--- src/verilog/rsu_pkg.sv ---
// shared constants and types for the register shift unit
package rsu_pkg;

  // operand and counter widths
  localparam int WORD_W = 32;
  localparam int CNT_W  = 7;

  // type-select bits, held in the instruction or indirect word (msb-first bits 21..23)
  localparam int TYPE_ARITH_POS  = 10;
  localparam int TYPE_CIRC_POS   = 9;
  localparam int TYPE_SINGLE_POS = 8;

  // signed count field of the effective address (msb-first bits 25..31)
  localparam int COUNT_SIGN_POS = 6;
  localparam int COUNT_MAG_HI   = 5;
  localparam int COUNT_MAG_LO   = 1;
  localparam int COUNT_ODD_POS  = 0;

  // values after reset
  localparam logic [CNT_W-1:0]  CNT_RESET  = 7'h00;
  localparam logic [WORD_W-1:0] WORD_RESET = 32'h00000000;

  // counter step sizes per clock
  localparam logic [CNT_W-1:0] LEFT_DEC  = 7'h01;
  localparam logic [CNT_W-1:0] RIGHT_DEC = 7'h02;

  // shift kinds after decode
  typedef enum logic [1:0] {
    KIND_LOGICAL,
    KIND_CIRCULAR,
    KIND_ARITH
  } rsu_kind_t;

  // execution phases
  typedef enum logic [2:0] {
    ST_IDLE,
    ST_LOAD,
    ST_SHIFT,
    ST_DONE
  } rsu_state_t;

endpackage : rsu_pkg

--- src/verilog/rsu_shift_unit.sv ---
// register shift unit: single or paired register shift driven by a down-counter
//
// Contract
// - shift one register, or it with its successor as one 64-bit operand.
// - logical shift discards bits leaving an end; vacated positions get zeros.
// - circular shift feeds bits leaving one end into the opposite end.
// - arithmetic right replicates sign bit; arithmetic left equals logical left.
// - type bits 21..23: 00X logical, 01X circular, 10X arithmetic.
// - bit 23 one selects single register; zero selects register pair.
// - type bits come from the instruction word, untouched by indexing.
// - address bits 25..31 are a signed count; positive left, negative right.
// - positions moved equal the count magnitude, zero through 64.
// - after any right shift the two high condition bits are zero.
// - after left shift parity bit shows odd number of ones shifted out.
// - after left shift overflow bit set if sign position overflowed.
// - left: count into counter, register into upper, zero or partner lower.
// - left shift moves one bit per clock, counter decrements by one.
// - left: upper msb discarded, or to upper/lower bit 31 when circular.
// - right: inverted count bits load counter, odd flag from count lsb.
// - odd right count shifts one first, then twos; counter drops by two.
// - right: lsb discarded or recirculated; arithmetic replicates upper sign.
// - shifting stops at counter zero; result written back to origin.
// - setup sets the direction flag when the count sign is one.
// - setup clears parity, overflow and lower word; right keeps codes clear.
// - zero left count skips iterations and completes at once.
// - iteration phase persists while counter nonzero or I/O hold active.
`timescale 1ns/1ps

module rsu_shift_unit (
  // clock and reset
  input  wire logic                        clk,
  input  wire logic                        nrst,
  // request from the phase sequencer
  input  wire logic                        start,
  input  wire logic [rsu_pkg::WORD_W-1:0]  type_word,
  input  wire logic [rsu_pkg::WORD_W-1:0]  eff_addr,
  input  wire logic                        io_hold,
  // operands from the register file
  input  wire logic [rsu_pkg::WORD_W-1:0]  reg_r,
  input  wire logic [rsu_pkg::WORD_W-1:0]  reg_r1,
  // write-back and completion
  output logic                             busy,
  output logic                             done,
  output logic                             wb_en,
  output logic                             wb_pair,
  output logic [rsu_pkg::WORD_W-1:0]       wb_hi,
  output logic [rsu_pkg::WORD_W-1:0]       wb_lo,
  // condition codes (high two bits only)
  output logic                             cc_wr,
  output logic                             ones_parity_code,
  output logic                             overflow_code
);

  // working state
  rsu_pkg::rsu_state_t             state;
  rsu_pkg::rsu_kind_t              kind;
  logic                            single;
  logic                            direction_flag;
  logic                            odd_count_flag;
  logic [rsu_pkg::CNT_W-1:0]       step_counter;
  logic [rsu_pkg::WORD_W-1:0]      a_word;
  logic [rsu_pkg::WORD_W-1:0]      b_word;
  logic [rsu_pkg::WORD_W-1:0]      pair_partner_reg;
  logic                            count_zero;
  logic                            step_go;
  logic [2*rsu_pkg::WORD_W-1:0]    right1;
  logic [2*rsu_pkg::WORD_W-1:0]    right2;
  logic [2*rsu_pkg::WORD_W-1:0]    left1;

  // decode the type bits; 11X is not defined and falls back to logical
  function automatic rsu_pkg::rsu_kind_t decode_kind(input logic [rsu_pkg::WORD_W-1:0] w);
    if (w[rsu_pkg::TYPE_ARITH_POS] && !w[rsu_pkg::TYPE_CIRC_POS]) begin
      decode_kind = rsu_pkg::KIND_ARITH;
    end else if (!w[rsu_pkg::TYPE_ARITH_POS] && w[rsu_pkg::TYPE_CIRC_POS]) begin
      decode_kind = rsu_pkg::KIND_CIRCULAR;
    end else begin
      decode_kind = rsu_pkg::KIND_LOGICAL;
    end
  endfunction : decode_kind

  // one right step of the combined words; used twice for a double step
  function automatic logic [2*rsu_pkg::WORD_W-1:0] step_right(
    input logic [2*rsu_pkg::WORD_W-1:0] ab,
    input rsu_pkg::rsu_kind_t           k,
    input logic                         sgl
  );
    logic [rsu_pkg::WORD_W-1:0] a;
    logic [rsu_pkg::WORD_W-1:0] b;
    logic                       fill;
    a = ab[2*rsu_pkg::WORD_W-1:rsu_pkg::WORD_W];
    b = ab[rsu_pkg::WORD_W-1:0];
    case (k)
      rsu_pkg::KIND_CIRCULAR: fill = sgl ? a[0] : b[0];
      rsu_pkg::KIND_ARITH:    fill = a[rsu_pkg::WORD_W-1];
      default:                fill = 1'b0;
    endcase
    if (sgl) begin
      step_right = {fill, a[rsu_pkg::WORD_W-1:1], b};
    end else begin
      step_right = {fill, a[rsu_pkg::WORD_W-1:1], a[0], b[rsu_pkg::WORD_W-1:1]};
    end
  endfunction : step_right

  // next operand values for each kind of step
  always_comb begin
    right1 = step_right({a_word, b_word}, kind, single);
    right2 = step_right(right1, kind, single);
    // left: upper msb leaves; lower msb moves up; bit 31 ends take the circular feed
    left1 = {a_word[rsu_pkg::WORD_W-2:0], b_word[rsu_pkg::WORD_W-1],
             b_word[rsu_pkg::WORD_W-2:0], 1'b0};
    if (kind == rsu_pkg::KIND_CIRCULAR) begin
      if (single) begin
        left1[rsu_pkg::WORD_W] = a_word[rsu_pkg::WORD_W-1];
      end else begin
        left1[0] = a_word[rsu_pkg::WORD_W-1];
      end
    end
  end

  // counter state and the hold from i/o service
  assign count_zero = (step_counter == rsu_pkg::CNT_RESET);
  assign step_go    = (state == rsu_pkg::ST_SHIFT) && !io_hold;

  // phase sequencing
  always_ff @(posedge clk or negedge nrst) begin
    if (!nrst) begin
      state <= rsu_pkg::ST_IDLE;
    end else begin
      case (state)
        rsu_pkg::ST_IDLE: begin
          if (start) begin
            state <= rsu_pkg::ST_LOAD;
          end
        end
        rsu_pkg::ST_LOAD: begin
          if (!direction_flag && count_zero) begin
            state <= rsu_pkg::ST_DONE;
          end else begin
            state <= rsu_pkg::ST_SHIFT;
          end
        end
        rsu_pkg::ST_SHIFT: begin
          if (step_go && count_zero) begin
            state <= rsu_pkg::ST_DONE;
          end
        end
        rsu_pkg::ST_DONE: begin
          state <= rsu_pkg::ST_IDLE;
        end
        default: begin
          state <= rsu_pkg::ST_IDLE;
        end
      endcase
    end
  end

  // instruction decode latched at setup; caller guarantees an even pair index
  always_ff @(posedge clk or negedge nrst) begin
    if (!nrst) begin
      kind           <= rsu_pkg::KIND_LOGICAL;
      single         <= 1'b1;
      direction_flag <= 1'b0;
      odd_count_flag <= 1'b0;
    end else if (state == rsu_pkg::ST_IDLE && start) begin
      kind           <= decode_kind(type_word);
      single         <= type_word[rsu_pkg::TYPE_SINGLE_POS];
      direction_flag <= eff_addr[rsu_pkg::COUNT_SIGN_POS];
      odd_count_flag <= eff_addr[rsu_pkg::COUNT_SIGN_POS] &&
                        eff_addr[rsu_pkg::COUNT_ODD_POS];
    end else if (step_go && direction_flag) begin
      odd_count_flag <= 1'b0;
    end
  end

  // iteration counter: left counts by one, right by two from the inverted load
  always_ff @(posedge clk or negedge nrst) begin
    if (!nrst) begin
      step_counter <= rsu_pkg::CNT_RESET;
    end else if (state == rsu_pkg::ST_IDLE && start) begin
      if (eff_addr[rsu_pkg::COUNT_SIGN_POS]) begin
        step_counter <= {1'b0, ~eff_addr[rsu_pkg::COUNT_MAG_HI:rsu_pkg::COUNT_MAG_LO], 1'b0};
      end else begin
        step_counter <= {1'b0, eff_addr[rsu_pkg::COUNT_MAG_HI:0]};
      end
    end else if (state == rsu_pkg::ST_LOAD && !direction_flag) begin
      step_counter <= step_counter - rsu_pkg::LEFT_DEC;
    end else if (step_go) begin
      if (direction_flag) begin
        step_counter <= step_counter - rsu_pkg::RIGHT_DEC;
      end else begin
        step_counter <= step_counter - rsu_pkg::LEFT_DEC;
      end
    end
  end

  // operand words; lower word cleared at setup so a single shift sees zeros
  always_ff @(posedge clk or negedge nrst) begin
    if (!nrst) begin
      a_word           <= rsu_pkg::WORD_RESET;
      b_word           <= rsu_pkg::WORD_RESET;
      pair_partner_reg <= rsu_pkg::WORD_RESET;
    end else if (state == rsu_pkg::ST_IDLE && start) begin
      a_word           <= reg_r;
      b_word           <= rsu_pkg::WORD_RESET;
      pair_partner_reg <= reg_r1;
    end else if (state == rsu_pkg::ST_LOAD) begin
      if (!single) begin
        b_word <= pair_partner_reg;
      end
    end else if (step_go) begin
      if (!direction_flag) begin
        {a_word, b_word} <= left1;
      end else if (odd_count_flag) begin
        {a_word, b_word} <= right1;
      end else begin
        {a_word, b_word} <= right2;
      end
    end
  end

  // condition codes: only left steps touch them, so right leaves them clear
  always_ff @(posedge clk or negedge nrst) begin
    if (!nrst) begin
      ones_parity_code <= 1'b0;
      overflow_code    <= 1'b0;
    end else if (state == rsu_pkg::ST_IDLE && start) begin
      ones_parity_code <= 1'b0;
      overflow_code    <= 1'b0;
    end else if (step_go && !direction_flag) begin
      ones_parity_code <= ones_parity_code ^ a_word[rsu_pkg::WORD_W-1];
      if (a_word[rsu_pkg::WORD_W-1] != a_word[rsu_pkg::WORD_W-2]) begin
        overflow_code <= 1'b1;
      end
    end
  end

  // write-back and completion leave together, one cycle each
  always_ff @(posedge clk or negedge nrst) begin
    if (!nrst) begin
      done    <= 1'b0;
      wb_en   <= 1'b0;
      cc_wr   <= 1'b0;
      wb_pair <= 1'b0;
      wb_hi   <= rsu_pkg::WORD_RESET;
      wb_lo   <= rsu_pkg::WORD_RESET;
    end else begin
      done    <= (state == rsu_pkg::ST_DONE);
      wb_en   <= (state == rsu_pkg::ST_DONE);
      cc_wr   <= (state == rsu_pkg::ST_DONE);
      if (state == rsu_pkg::ST_DONE) begin
        wb_pair <= !single;
        wb_hi   <= a_word;
        wb_lo   <= b_word;
      end
    end
  end

  // busy from request to the write-back cycle
  always_ff @(posedge clk or negedge nrst) begin
    if (!nrst) begin
      busy <= 1'b0;
    end else if (state == rsu_pkg::ST_IDLE && start) begin
      busy <= 1'b1;
    end else if (state == rsu_pkg::ST_DONE) begin
      busy <= 1'b0;
    end
  end

  // checks on the block's own behaviour
  AST_DONE_WITH_WB: assert property (@(posedge clk) disable iff (!nrst)
    done |-> wb_en && cc_wr)
    else $error("completion without write-back");

  AST_RIGHT_CC_CLEAR: assert property (@(posedge clk) disable iff (!nrst)
    (done && direction_flag) |-> (!ones_parity_code && !overflow_code))
    else $error("right shift left high condition bits set");

  AST_ZERO_LEFT_SKIP: assert property (@(posedge clk) disable iff (!nrst)
    (state == rsu_pkg::ST_LOAD && !direction_flag && count_zero) |=> ##1 done)
    else $error("zero left count did not complete at once");

  AST_SETUP_FLAGS: assert property (@(posedge clk) disable iff (!nrst)
    (state == rsu_pkg::ST_IDLE && start) |=>
      (direction_flag == $past(eff_addr[rsu_pkg::COUNT_SIGN_POS])) && !ones_parity_code && b_word == 32'h00000000)
    else $error("setup flags wrong");

  AST_LEFT_DEC1: assert property (@(posedge clk) disable iff (!nrst)
    (step_go && !direction_flag && !count_zero) |=> step_counter == $past(step_counter) - 7'h01)
    else $error("left step did not decrement by one");

  AST_RIGHT_DEC2: assert property (@(posedge clk) disable iff (!nrst)
    (step_go && direction_flag && !count_zero) |=>
      (step_counter == $past(step_counter) - 7'h02) && !odd_count_flag)
    else $error("right step did not decrement by two");

  AST_IO_HOLD: assert property (@(posedge clk) disable iff (!nrst)
    (state == rsu_pkg::ST_SHIFT && io_hold) |=> $stable(a_word) && $stable(step_counter) && state == rsu_pkg::ST_SHIFT)
    else $error("shifting moved during i/o hold");

  AST_ARITH_SIGN: assert property (@(posedge clk) disable iff (!nrst)
    (step_go && direction_flag && kind == rsu_pkg::KIND_ARITH) |=> a_word[31] == $past(a_word[31]))
    else $error("arithmetic right lost sign");

  AST_SINGLE_LOWER_ZERO: assert property (@(posedge clk) disable iff (!nrst)
    (state == rsu_pkg::ST_LOAD && single) |=> b_word == 32'h00000000)
    else $error("single shift lower word not zero");

  // handshake and stepping checks
  AST_BUSY_AFTER_START: assert property (@(posedge clk) disable iff (!nrst)
    (state == rsu_pkg::ST_IDLE && start) |=> busy)
    else $error("busy did not rise after request");

  AST_DONE_ONE_CYCLE: assert property (@(posedge clk) disable iff (!nrst)
    done |=> !done)
    else $error("completion longer than one cycle");

  AST_BUSY_LOW_AT_DONE: assert property (@(posedge clk) disable iff (!nrst)
    done |-> !busy)
    else $error("busy still high at completion");

  AST_LEFT_ONE_BIT: assert property (@(posedge clk) disable iff (!nrst)
    (step_go && !direction_flag && kind != rsu_pkg::KIND_CIRCULAR) |=>
      a_word == {$past(a_word[rsu_pkg::WORD_W-2:0]), $past(b_word[rsu_pkg::WORD_W-1])})
    else $error("left step did not move one bit");

  AST_LEFT_CIRC_SINGLE: assert property (@(posedge clk) disable iff (!nrst)
    (step_go && !direction_flag && kind == rsu_pkg::KIND_CIRCULAR && single) |=>
      a_word == {$past(a_word[rsu_pkg::WORD_W-2:0]), $past(a_word[rsu_pkg::WORD_W-1])})
    else $error("single circular left lost its msb");

  AST_LEFT_CIRC_PAIR: assert property (@(posedge clk) disable iff (!nrst)
    (step_go && !direction_flag && kind == rsu_pkg::KIND_CIRCULAR && !single) |=>
      b_word[0] == $past(a_word[rsu_pkg::WORD_W-1]))
    else $error("pair circular left lost its msb");

  AST_RIGHT_ZERO_FILL: assert property (@(posedge clk) disable iff (!nrst)
    (step_go && direction_flag && kind == rsu_pkg::KIND_LOGICAL) |=> !a_word[rsu_pkg::WORD_W-1])
    else $error("logical right did not fill zeros");

  AST_SETUP_LOAD: assert property (@(posedge clk) disable iff (!nrst)
    (state == rsu_pkg::ST_IDLE && start) |=> a_word == $past(reg_r))
    else $error("upper word not loaded from register");

  AST_PAIR_LOWER_LOAD: assert property (@(posedge clk) disable iff (!nrst)
    (state == rsu_pkg::ST_LOAD && !single) |=> b_word == $past(pair_partner_reg))
    else $error("lower word not loaded from successor");

  AST_RIGHT_KEEPS_CC: assert property (@(posedge clk) disable iff (!nrst)
    (state == rsu_pkg::ST_SHIFT && direction_flag) |-> (!ones_parity_code && !overflow_code))
    else $error("condition bits set during right shift");

  AST_ODD_LOAD: assert property (@(posedge clk) disable iff (!nrst)
    (state == rsu_pkg::ST_IDLE && start) |=>
      odd_count_flag == ($past(eff_addr[rsu_pkg::COUNT_SIGN_POS]) && $past(eff_addr[rsu_pkg::COUNT_ODD_POS])))
    else $error("odd count flag loaded wrong");

  AST_STEP_STOPS: assert property (@(posedge clk) disable iff (!nrst)
    (step_go && count_zero) |=> state == rsu_pkg::ST_DONE)
    else $error("shifting did not stop at zero count");

  AST_WB_PAIR: assert property (@(posedge clk) disable iff (!nrst)
    wb_en |-> wb_pair == !single)
    else $error("write-back width differs from request");

  AST_HOLD_KEEPS_CC: assert property (@(posedge clk) disable iff (!nrst)
    (state == rsu_pkg::ST_SHIFT && io_hold) |=> $stable(ones_parity_code) && $stable(overflow_code))
    else $error("condition bits moved during i/o hold");

  // main scenarios
  COV_LEFT_DONE: cover property (@(posedge clk) disable iff (!nrst)
    done && !direction_flag && ones_parity_code);
  COV_RIGHT_ODD: cover property (@(posedge clk) disable iff (!nrst)
    step_go && direction_flag && odd_count_flag && !count_zero);
  COV_ZERO_SKIP: cover property (@(posedge clk) disable iff (!nrst)
    state == rsu_pkg::ST_LOAD && !direction_flag && count_zero);
  COV_PAIR_CIRC: cover property (@(posedge clk) disable iff (!nrst)
    done && wb_pair && kind == rsu_pkg::KIND_CIRCULAR);
  COV_IO_HOLD: cover property (@(posedge clk) disable iff (!nrst)
    state == rsu_pkg::ST_SHIFT && io_hold && !count_zero);

endmodule : rsu_shift_unit

--- config.mk ---
export PLATFORM = sky130hd
export DESIGN_NAME = rsu_shift_unit
export DESIGN_NICKNAME = d
export VERILOG_FILES = /design/src/verilog/rsu_pkg.sv /design/src/verilog/rsu_shift_unit.sv
export SDC_FILE = /design/constraint.sdc
export NUM_CORES = 1
export LEC_CHECK = 0
export BUFFER_PORTS_ARGS = -buffer_cell sky130_fd_sc_hd__clkbuf_2
export CORE_MARGIN = 2
export CORE_UTILIZATION = 25
export CTS_BUF_LIST = sky130_fd_sc_hd__clkbuf_4 sky130_fd_sc_hd__clkbuf_8
export DETAILED_ROUTE_END_ITERATION = 16
export GPL_ROUTABILITY_DRIVEN = 1
export RECOVER_POWER = 25
export SYNTH_ARGS = -nofsm -noshare
export SYNTH_HDL_FRONTEND = slang
export SYNTH_SLANG_ARGS = --single-unit
--- constraint.sdc ---
create_clock -name clk -period 2.2 [get_ports clk]
set_input_delay 0.22 -clock clk [delete_from_list [all_inputs] [get_ports clk]]
set_output_delay 0.22 -clock clk [all_outputs]
set_load 0.03 [all_outputs]
Word-level counts from Yosys, hierarchy flattened
Cells that the tools add are included.

Flip-flop bits (word level): 180. Bits of input ports: 132.

Reductions and logical operators: 28. Eq/ne operators: 10. Bitwise logic cells: 2. Multiplexer cells: 41. Add/subtract/negate cells: 2.

Operators by type and width (count): $mux 32 (13); $mux 7 (4); $mux 1 (17); $logic_and 1x1->1 (10); $reduce_bool 2->1 (5); $pmux 3 s3 (1); $reduce_and 2->1 (4); $logic_not 7->1 (1); $sub 7x1->7 const B (1); $sub 7x2->7 const B (1); $eq 3x2->1 const B (2); $mux 3 (2); $mux 6 (1); $reduce_bool 3->1 (2); $logic_not 1->1 (5); $not 5->5 (1); $ne 2x1->1 const B (2); $pmux 1 s2 (2); $eq 3x1->1 const B (1); $logic_not 3->1 (1); $ne 3x2->1 const B (1); $eq 2x1->1 const B (1); $eq 2x2->1 const B (1); $mux 2 (1); other kinds (3) (3).

Logic depth before layout (Yosys ltp)
Depth after elaboration: 8. Depth in mapped cells: 8. Mapped depth without buffers: 6.

Least setup slack after synthesis
OpenSTA, ideal clock, no wires.

Path type: register -> register. Start point: register state[0]. End point: register b_word[10] (netlist name). Period minus slack after synthesis: 1.714 ns. Library setup time: 0.086 ns. Buffers on the path: 2. Slack: 0.486 ns. Cell stages (with the launch flop): 8. Data required time: 2.114 ns. Arrival time: 1.628 ns. Cells stage by stage: dfrtp_1 inv_1 ha_1 and2_1 or3_1 buf_2 buf_6 o221ai_2.

Cells in the longest elaborated chain, start to end: 4. Elaborated cells between the ends (all ways): 10. Those cells by class: 3 x eq/ne; 2 x mux; 5 x reduce/logical.

Ends and longest elaborated chain: from (decl) (line rsu_shift_unit.sv:55) `rsu_pkg::rsu_state_t state;`; from (signal assigned) (line rsu_shift_unit.sv:127) `state <= rsu_pkg::ST_IDLE;`; from (signal assigned) (line rsu_shift_unit.sv:132) `state <= rsu_pkg::ST_LOAD;`; from (signal assigned) (line rsu_shift_unit.sv:137) `state <= rsu_pkg::ST_DONE;`; $eq 3x2->1 or $logic_not 3->1 (tied branches) (line rsu_shift_unit.sv:122, rsu_shift_unit.sv:202); $logic_and 1x1->1, on equally long branches (line rsu_shift_unit.sv:122, rsu_shift_unit.sv:202); $reduce_bool 3->1 (no line) or $ne 3x2->1 (tied branches); $reduce_and 2->1 (no line); to (signal assigned) (line rsu_shift_unit.sv:200) `b_word <= rsu_pkg::WORD_RESET;`; to (signal assigned) (line rsu_shift_unit.sv:204) `b_word <= rsu_pkg::WORD_RESET;`; to (signal assigned) (line rsu_shift_unit.sv:208) `b_word <= pair_partner_reg;`; to (decl) (line rsu_shift_unit.sv:62) `logic [rsu_pkg::WORD_W-1:0] b_word;`.

Parallel ways exist; a longest one is shown, timed or not. A chain may end at the register's enable or synchronous reset.

Worst setup path after layout
Start point: register state[1]. End point: register b_word[17] (netlist name).

Same word-level chain as after synthesis.

==> run_results.csv <==
group,metric,value,unit
outcome,outcome,"finished, violations left",
outcome,violations,"capacitance limit",
timing,setup_tns,0,ns
synth,synth_cell_types,51,
synth,syn_area_per_cell,10.2,µm²
layout,fin_cells,1645,
layout,multiInputGateArea,4670,µm²
power,p_clk_share,13.9,%
global_routing,grt_usage,13.3,%
global_routing,overflow,0,
timing,max_freq,0.491,GHz
synth,syn-num-nets,1086,
drt,viasPerCell,4.64,
power,seq_power_share,36.8,%
drt,dr_total_vias,7634,
layout,fillCellCount,3894,
synth,ys_seq_elements,179,
power,p_sw,7.88,mW
floorplan,io_pins,203,
setup_path,critPathKind,"flop to flop",
synth,ys_seq_area_share,46.7,%
floorplan,die-area,39900,µm²
setup_path,worstPathArrival,2.46,ns
power,leakage,5.12,nW
layout,fin_util,31.7,%
placed_design,post-place-ws,0.157,ns
layout,area_delta_synth_final,25.0,%
power,swShare,46.4,%
layout,drive_above_1_share,27.2,%
drt,drt_wl_total,25700,µm
layout,n_antenna_cell,0,
setup_path,end_kind,"flop",
placed_design,dpl.hpwl,16900,µm
timing,fin_crit,2.04,ns
timing,setup_viol,0,
cts,cts_buffer_depth,2,
timing,clock_skew,0.0138,ns
synth,yosysWarnings,0,
global_routing,antenna_found_initial,0,
synth,synth_area,9590,µm²
drt,ant_nets,0,
synth,postSynthCellCount,943,
setup_path,critPathRequiredTime,2.63,ns
cts,cts_sinks,179,
timing,timing.final.crit_share,92.5,%
drt,drc_errors,0,
timing,slew_headroom,0.128,%
setup_path,cp-start-kind,"flop",
hold_path,min_from,"type_word[9]",
timing,finalMaxSlewViolations,0,
cts,clk_latency,0.51,ns
synth,synth_edf_count,0,
floorplan,die_h,200,µm
cts,h-tree-depth,4,
placed_design,dpl.cell_count,1542,
drt,first_iter_violations,469,
global_routing,grt_pass1_vias,7732,
cts,cts-root-buf,"clkbuf_8",
hold_path,hold_path.class,"input pin to flop",
synth,async_reset_ff_share,100,%
setup_path,reg2reg_from,"state[1]$_DFFE_PN0P_",
power,power_frac_comb,49.3,%
power,p_int,9.08,mW
synth,synthFlopType,"dfrtp_1",
setup_path,crit_path_start,"state[1]$_DFFE_PN0P_",
timing,grt_setup_unrepaired,"no",
layout,register_area,4490,µm²
setup_path,crit_fanout,32,
power,vdd_drop_max,654,µV
cts,cts_tree,"done",
floorplan,core-area,37800,µm²
cts,clk_pin_slew,0.10,ns
placed_design,gp_congestion,0.733,
floorplan,die_w,200,µm
power,power,17.0,mW
floorplan,start_util,25.4,%
timing,finalWorstSetupSlack,0.164,ns
drt,dr.pass1.iters,4,
placed_design,port_buffers,148,
power,power_density,1410,nW/µm²
drt,drt-wirelength-per-cell,15.6,µm
global_routing,grt_max_degree,112,
global_routing,grt_pass1_wl,41600,µm
floorplan,rows,71,
job,cap_violations,1,
cts,cts_made_buffers,17,
layout,layout.nets,1264,
timing,worstMarginPinSlew,1.50,ns
timing,finalHoldViolCount,0,
==> what timing repair did <==
| item | in CTS | in global routing |
|---|---|---|
| buffers inserted | 0 | 0 |
| setup endpoints to repair | 0 | 2 |
| hold endpoints to repair | 248 | 0 |
| hold buffers | 71 | 0 |
| gates resized for setup | 0 | 2 |
==> power groups by stage <==
stage / registers, mW / logic [mW] / clock network (mW)
detailed placement: 6.34 / 8.34 / 0
global route: 6.50 / 9.27 / 2.59
floorplan: 6.48 / 5.83 / 0
CTS: 6.27 / 8.48 / 2.48
global placement: 6.29 / 8.16 / 0
finish: 6.24 / 8.36 / 2.36
==> path summary, 6_finish.rpt <==
check	cells past startpoint	slack, ns	to
max in group asynchronous	3	0.35	single$_DFFE_PN1P_
min	3	0.07	kind[0]$_DFFE_PN0P_
min reg2reg	2	0.48	pair_partner_reg[6]$_DFFE_PN0P_
min in group asynchronous	2	0.59	wb_hi[10]$_DFFE_PN0P_
max	6	0.16	b_word[17]$_DFFE_PN0P_
max reg2reg	6	0.16	b_word[17]$_DFFE_PN0P_
==> routing by layer <==
metal | share of wire, % | routed length [µm] | vias to the layer above | global-route usage, %
met5 | 0 | 0 | - | 0
met4 | 1.8 | 454 | 0 | 4.72
met3 | 4.1 | 1050 | 24 | 2.99
met2 | 47 | 12100 | 119 | 21.5
met1 | 47 | 12100 | 3772 | 17.5
li1 | - | - | 3719 | -
==> cells in the final DEF, fill, tap and decap left out, types with 3 or more instances in the layout <==
cell | netlist | final
mux2i_1 | 98 | 98
nand2_1 | 174 | 173
inv_6 | 0 | 6
buf_12 | 0 | 9
dfrtp_1 | 178 | 175
dlygate4sd3_1 | 0 | 71
a21oi_1 | 61 | 61
clkbuf_8 | 0 | 17
o221ai_1 | 3 | 3
o21ai_0 | 45 | 45
mux2_2 | 64 | 64
o221ai_2 | 30 | 30
inv_1 | 12 | 12
a31oi_1 | 6 | 6
xor2_1 | 8 | 8
nand4_1 | 32 | 32
clkbuf_2 | 0 | 147
nor2_1 | 68 | 68
a211oi_1 | 29 | 29
nand3b_1 | 5 | 5
buf_4 | 3 | 10
ha_1 | 11 | 10
==> worst max-delay path, cell delays in order (launching register included) <==
cell	delay, ns
dfrtp_1	0.44
inv_1	0.11
ha_1	0.28
and2_4	0.19
or3_2	0.48
buf_12	0.21
o221ai_2	0.21
==> cells by family after synthesis <==
group / count (synthesis) / synth area share (%)
AO/OA/AOI/OAI: 191 / 14.7
multiplexers: 165 / 18.2
XOR/XNOR: 10 / 0.914
AND/OR/NAND/NOR: 294 / 13.2
adder cells (fa/ha/maj): 11 / 1.44
flip-flops: 179 / 46.7
buffers and inverters: 93 / 4.82
==> cell usage after synthesis, types with 2 or more instances <==
cell / number / area [µm²]
and3_1: 2 / 12.5
o211ai_1: 2 / 15.0
o21ai_0: 45 / 225
inv_1: 12 / 45.0
mux2i_1: 98 / 981
a211oi_1: 29 / 218
mux2_2: 64 / 721
buf_1: 12 / 45.0
a21oi_1: 61 / 305
nor2_1: 68 / 255
dfrtp_1: 178 / 4450
clkbuf_1: 30 / 113
buf_2: 27 / 135
nand2_1: 174 / 653
nand2b_1: 2 / 12.5
ha_1: 11 / 138
a31oi_1: 6 / 37.5
xnor2_1: 2 / 17.5
nand4_1: 32 / 200
xor2_1: 8 / 70.1
a21boi_0: 2 / 15.0
or3_1: 2 / 12.5
mux2_1: 2 / 22.5
buf_6: 9 / 101
o221ai_1: 3 / 26.3
a311oi_1: 2 / 17.5
buf_4: 3 / 22.5
nand3b_1: 5 / 37.5
o221ai_2: 30 / 450
==> per-stage QoR <==
step	cell area [µm²]	hold WS (ns)
floorplan	9590	-0.0756
global placement	10900	0.117
global route	12000	0.0263
CTS	12000	0.00504
finish	12000	0.0708
detailed placement	10900	0.119
==> final cells by class <==
cell class	count	share of cell area (%)
inverters	12	0.376
well taps	511	5.33
clock buffers	17	1.95
clock inverters	15	1.40
multi-input cells	671	38.9
flip-flops and latches	179	37.5
repair buffers	240	14.6
Power figures use the tool's default switching activity.
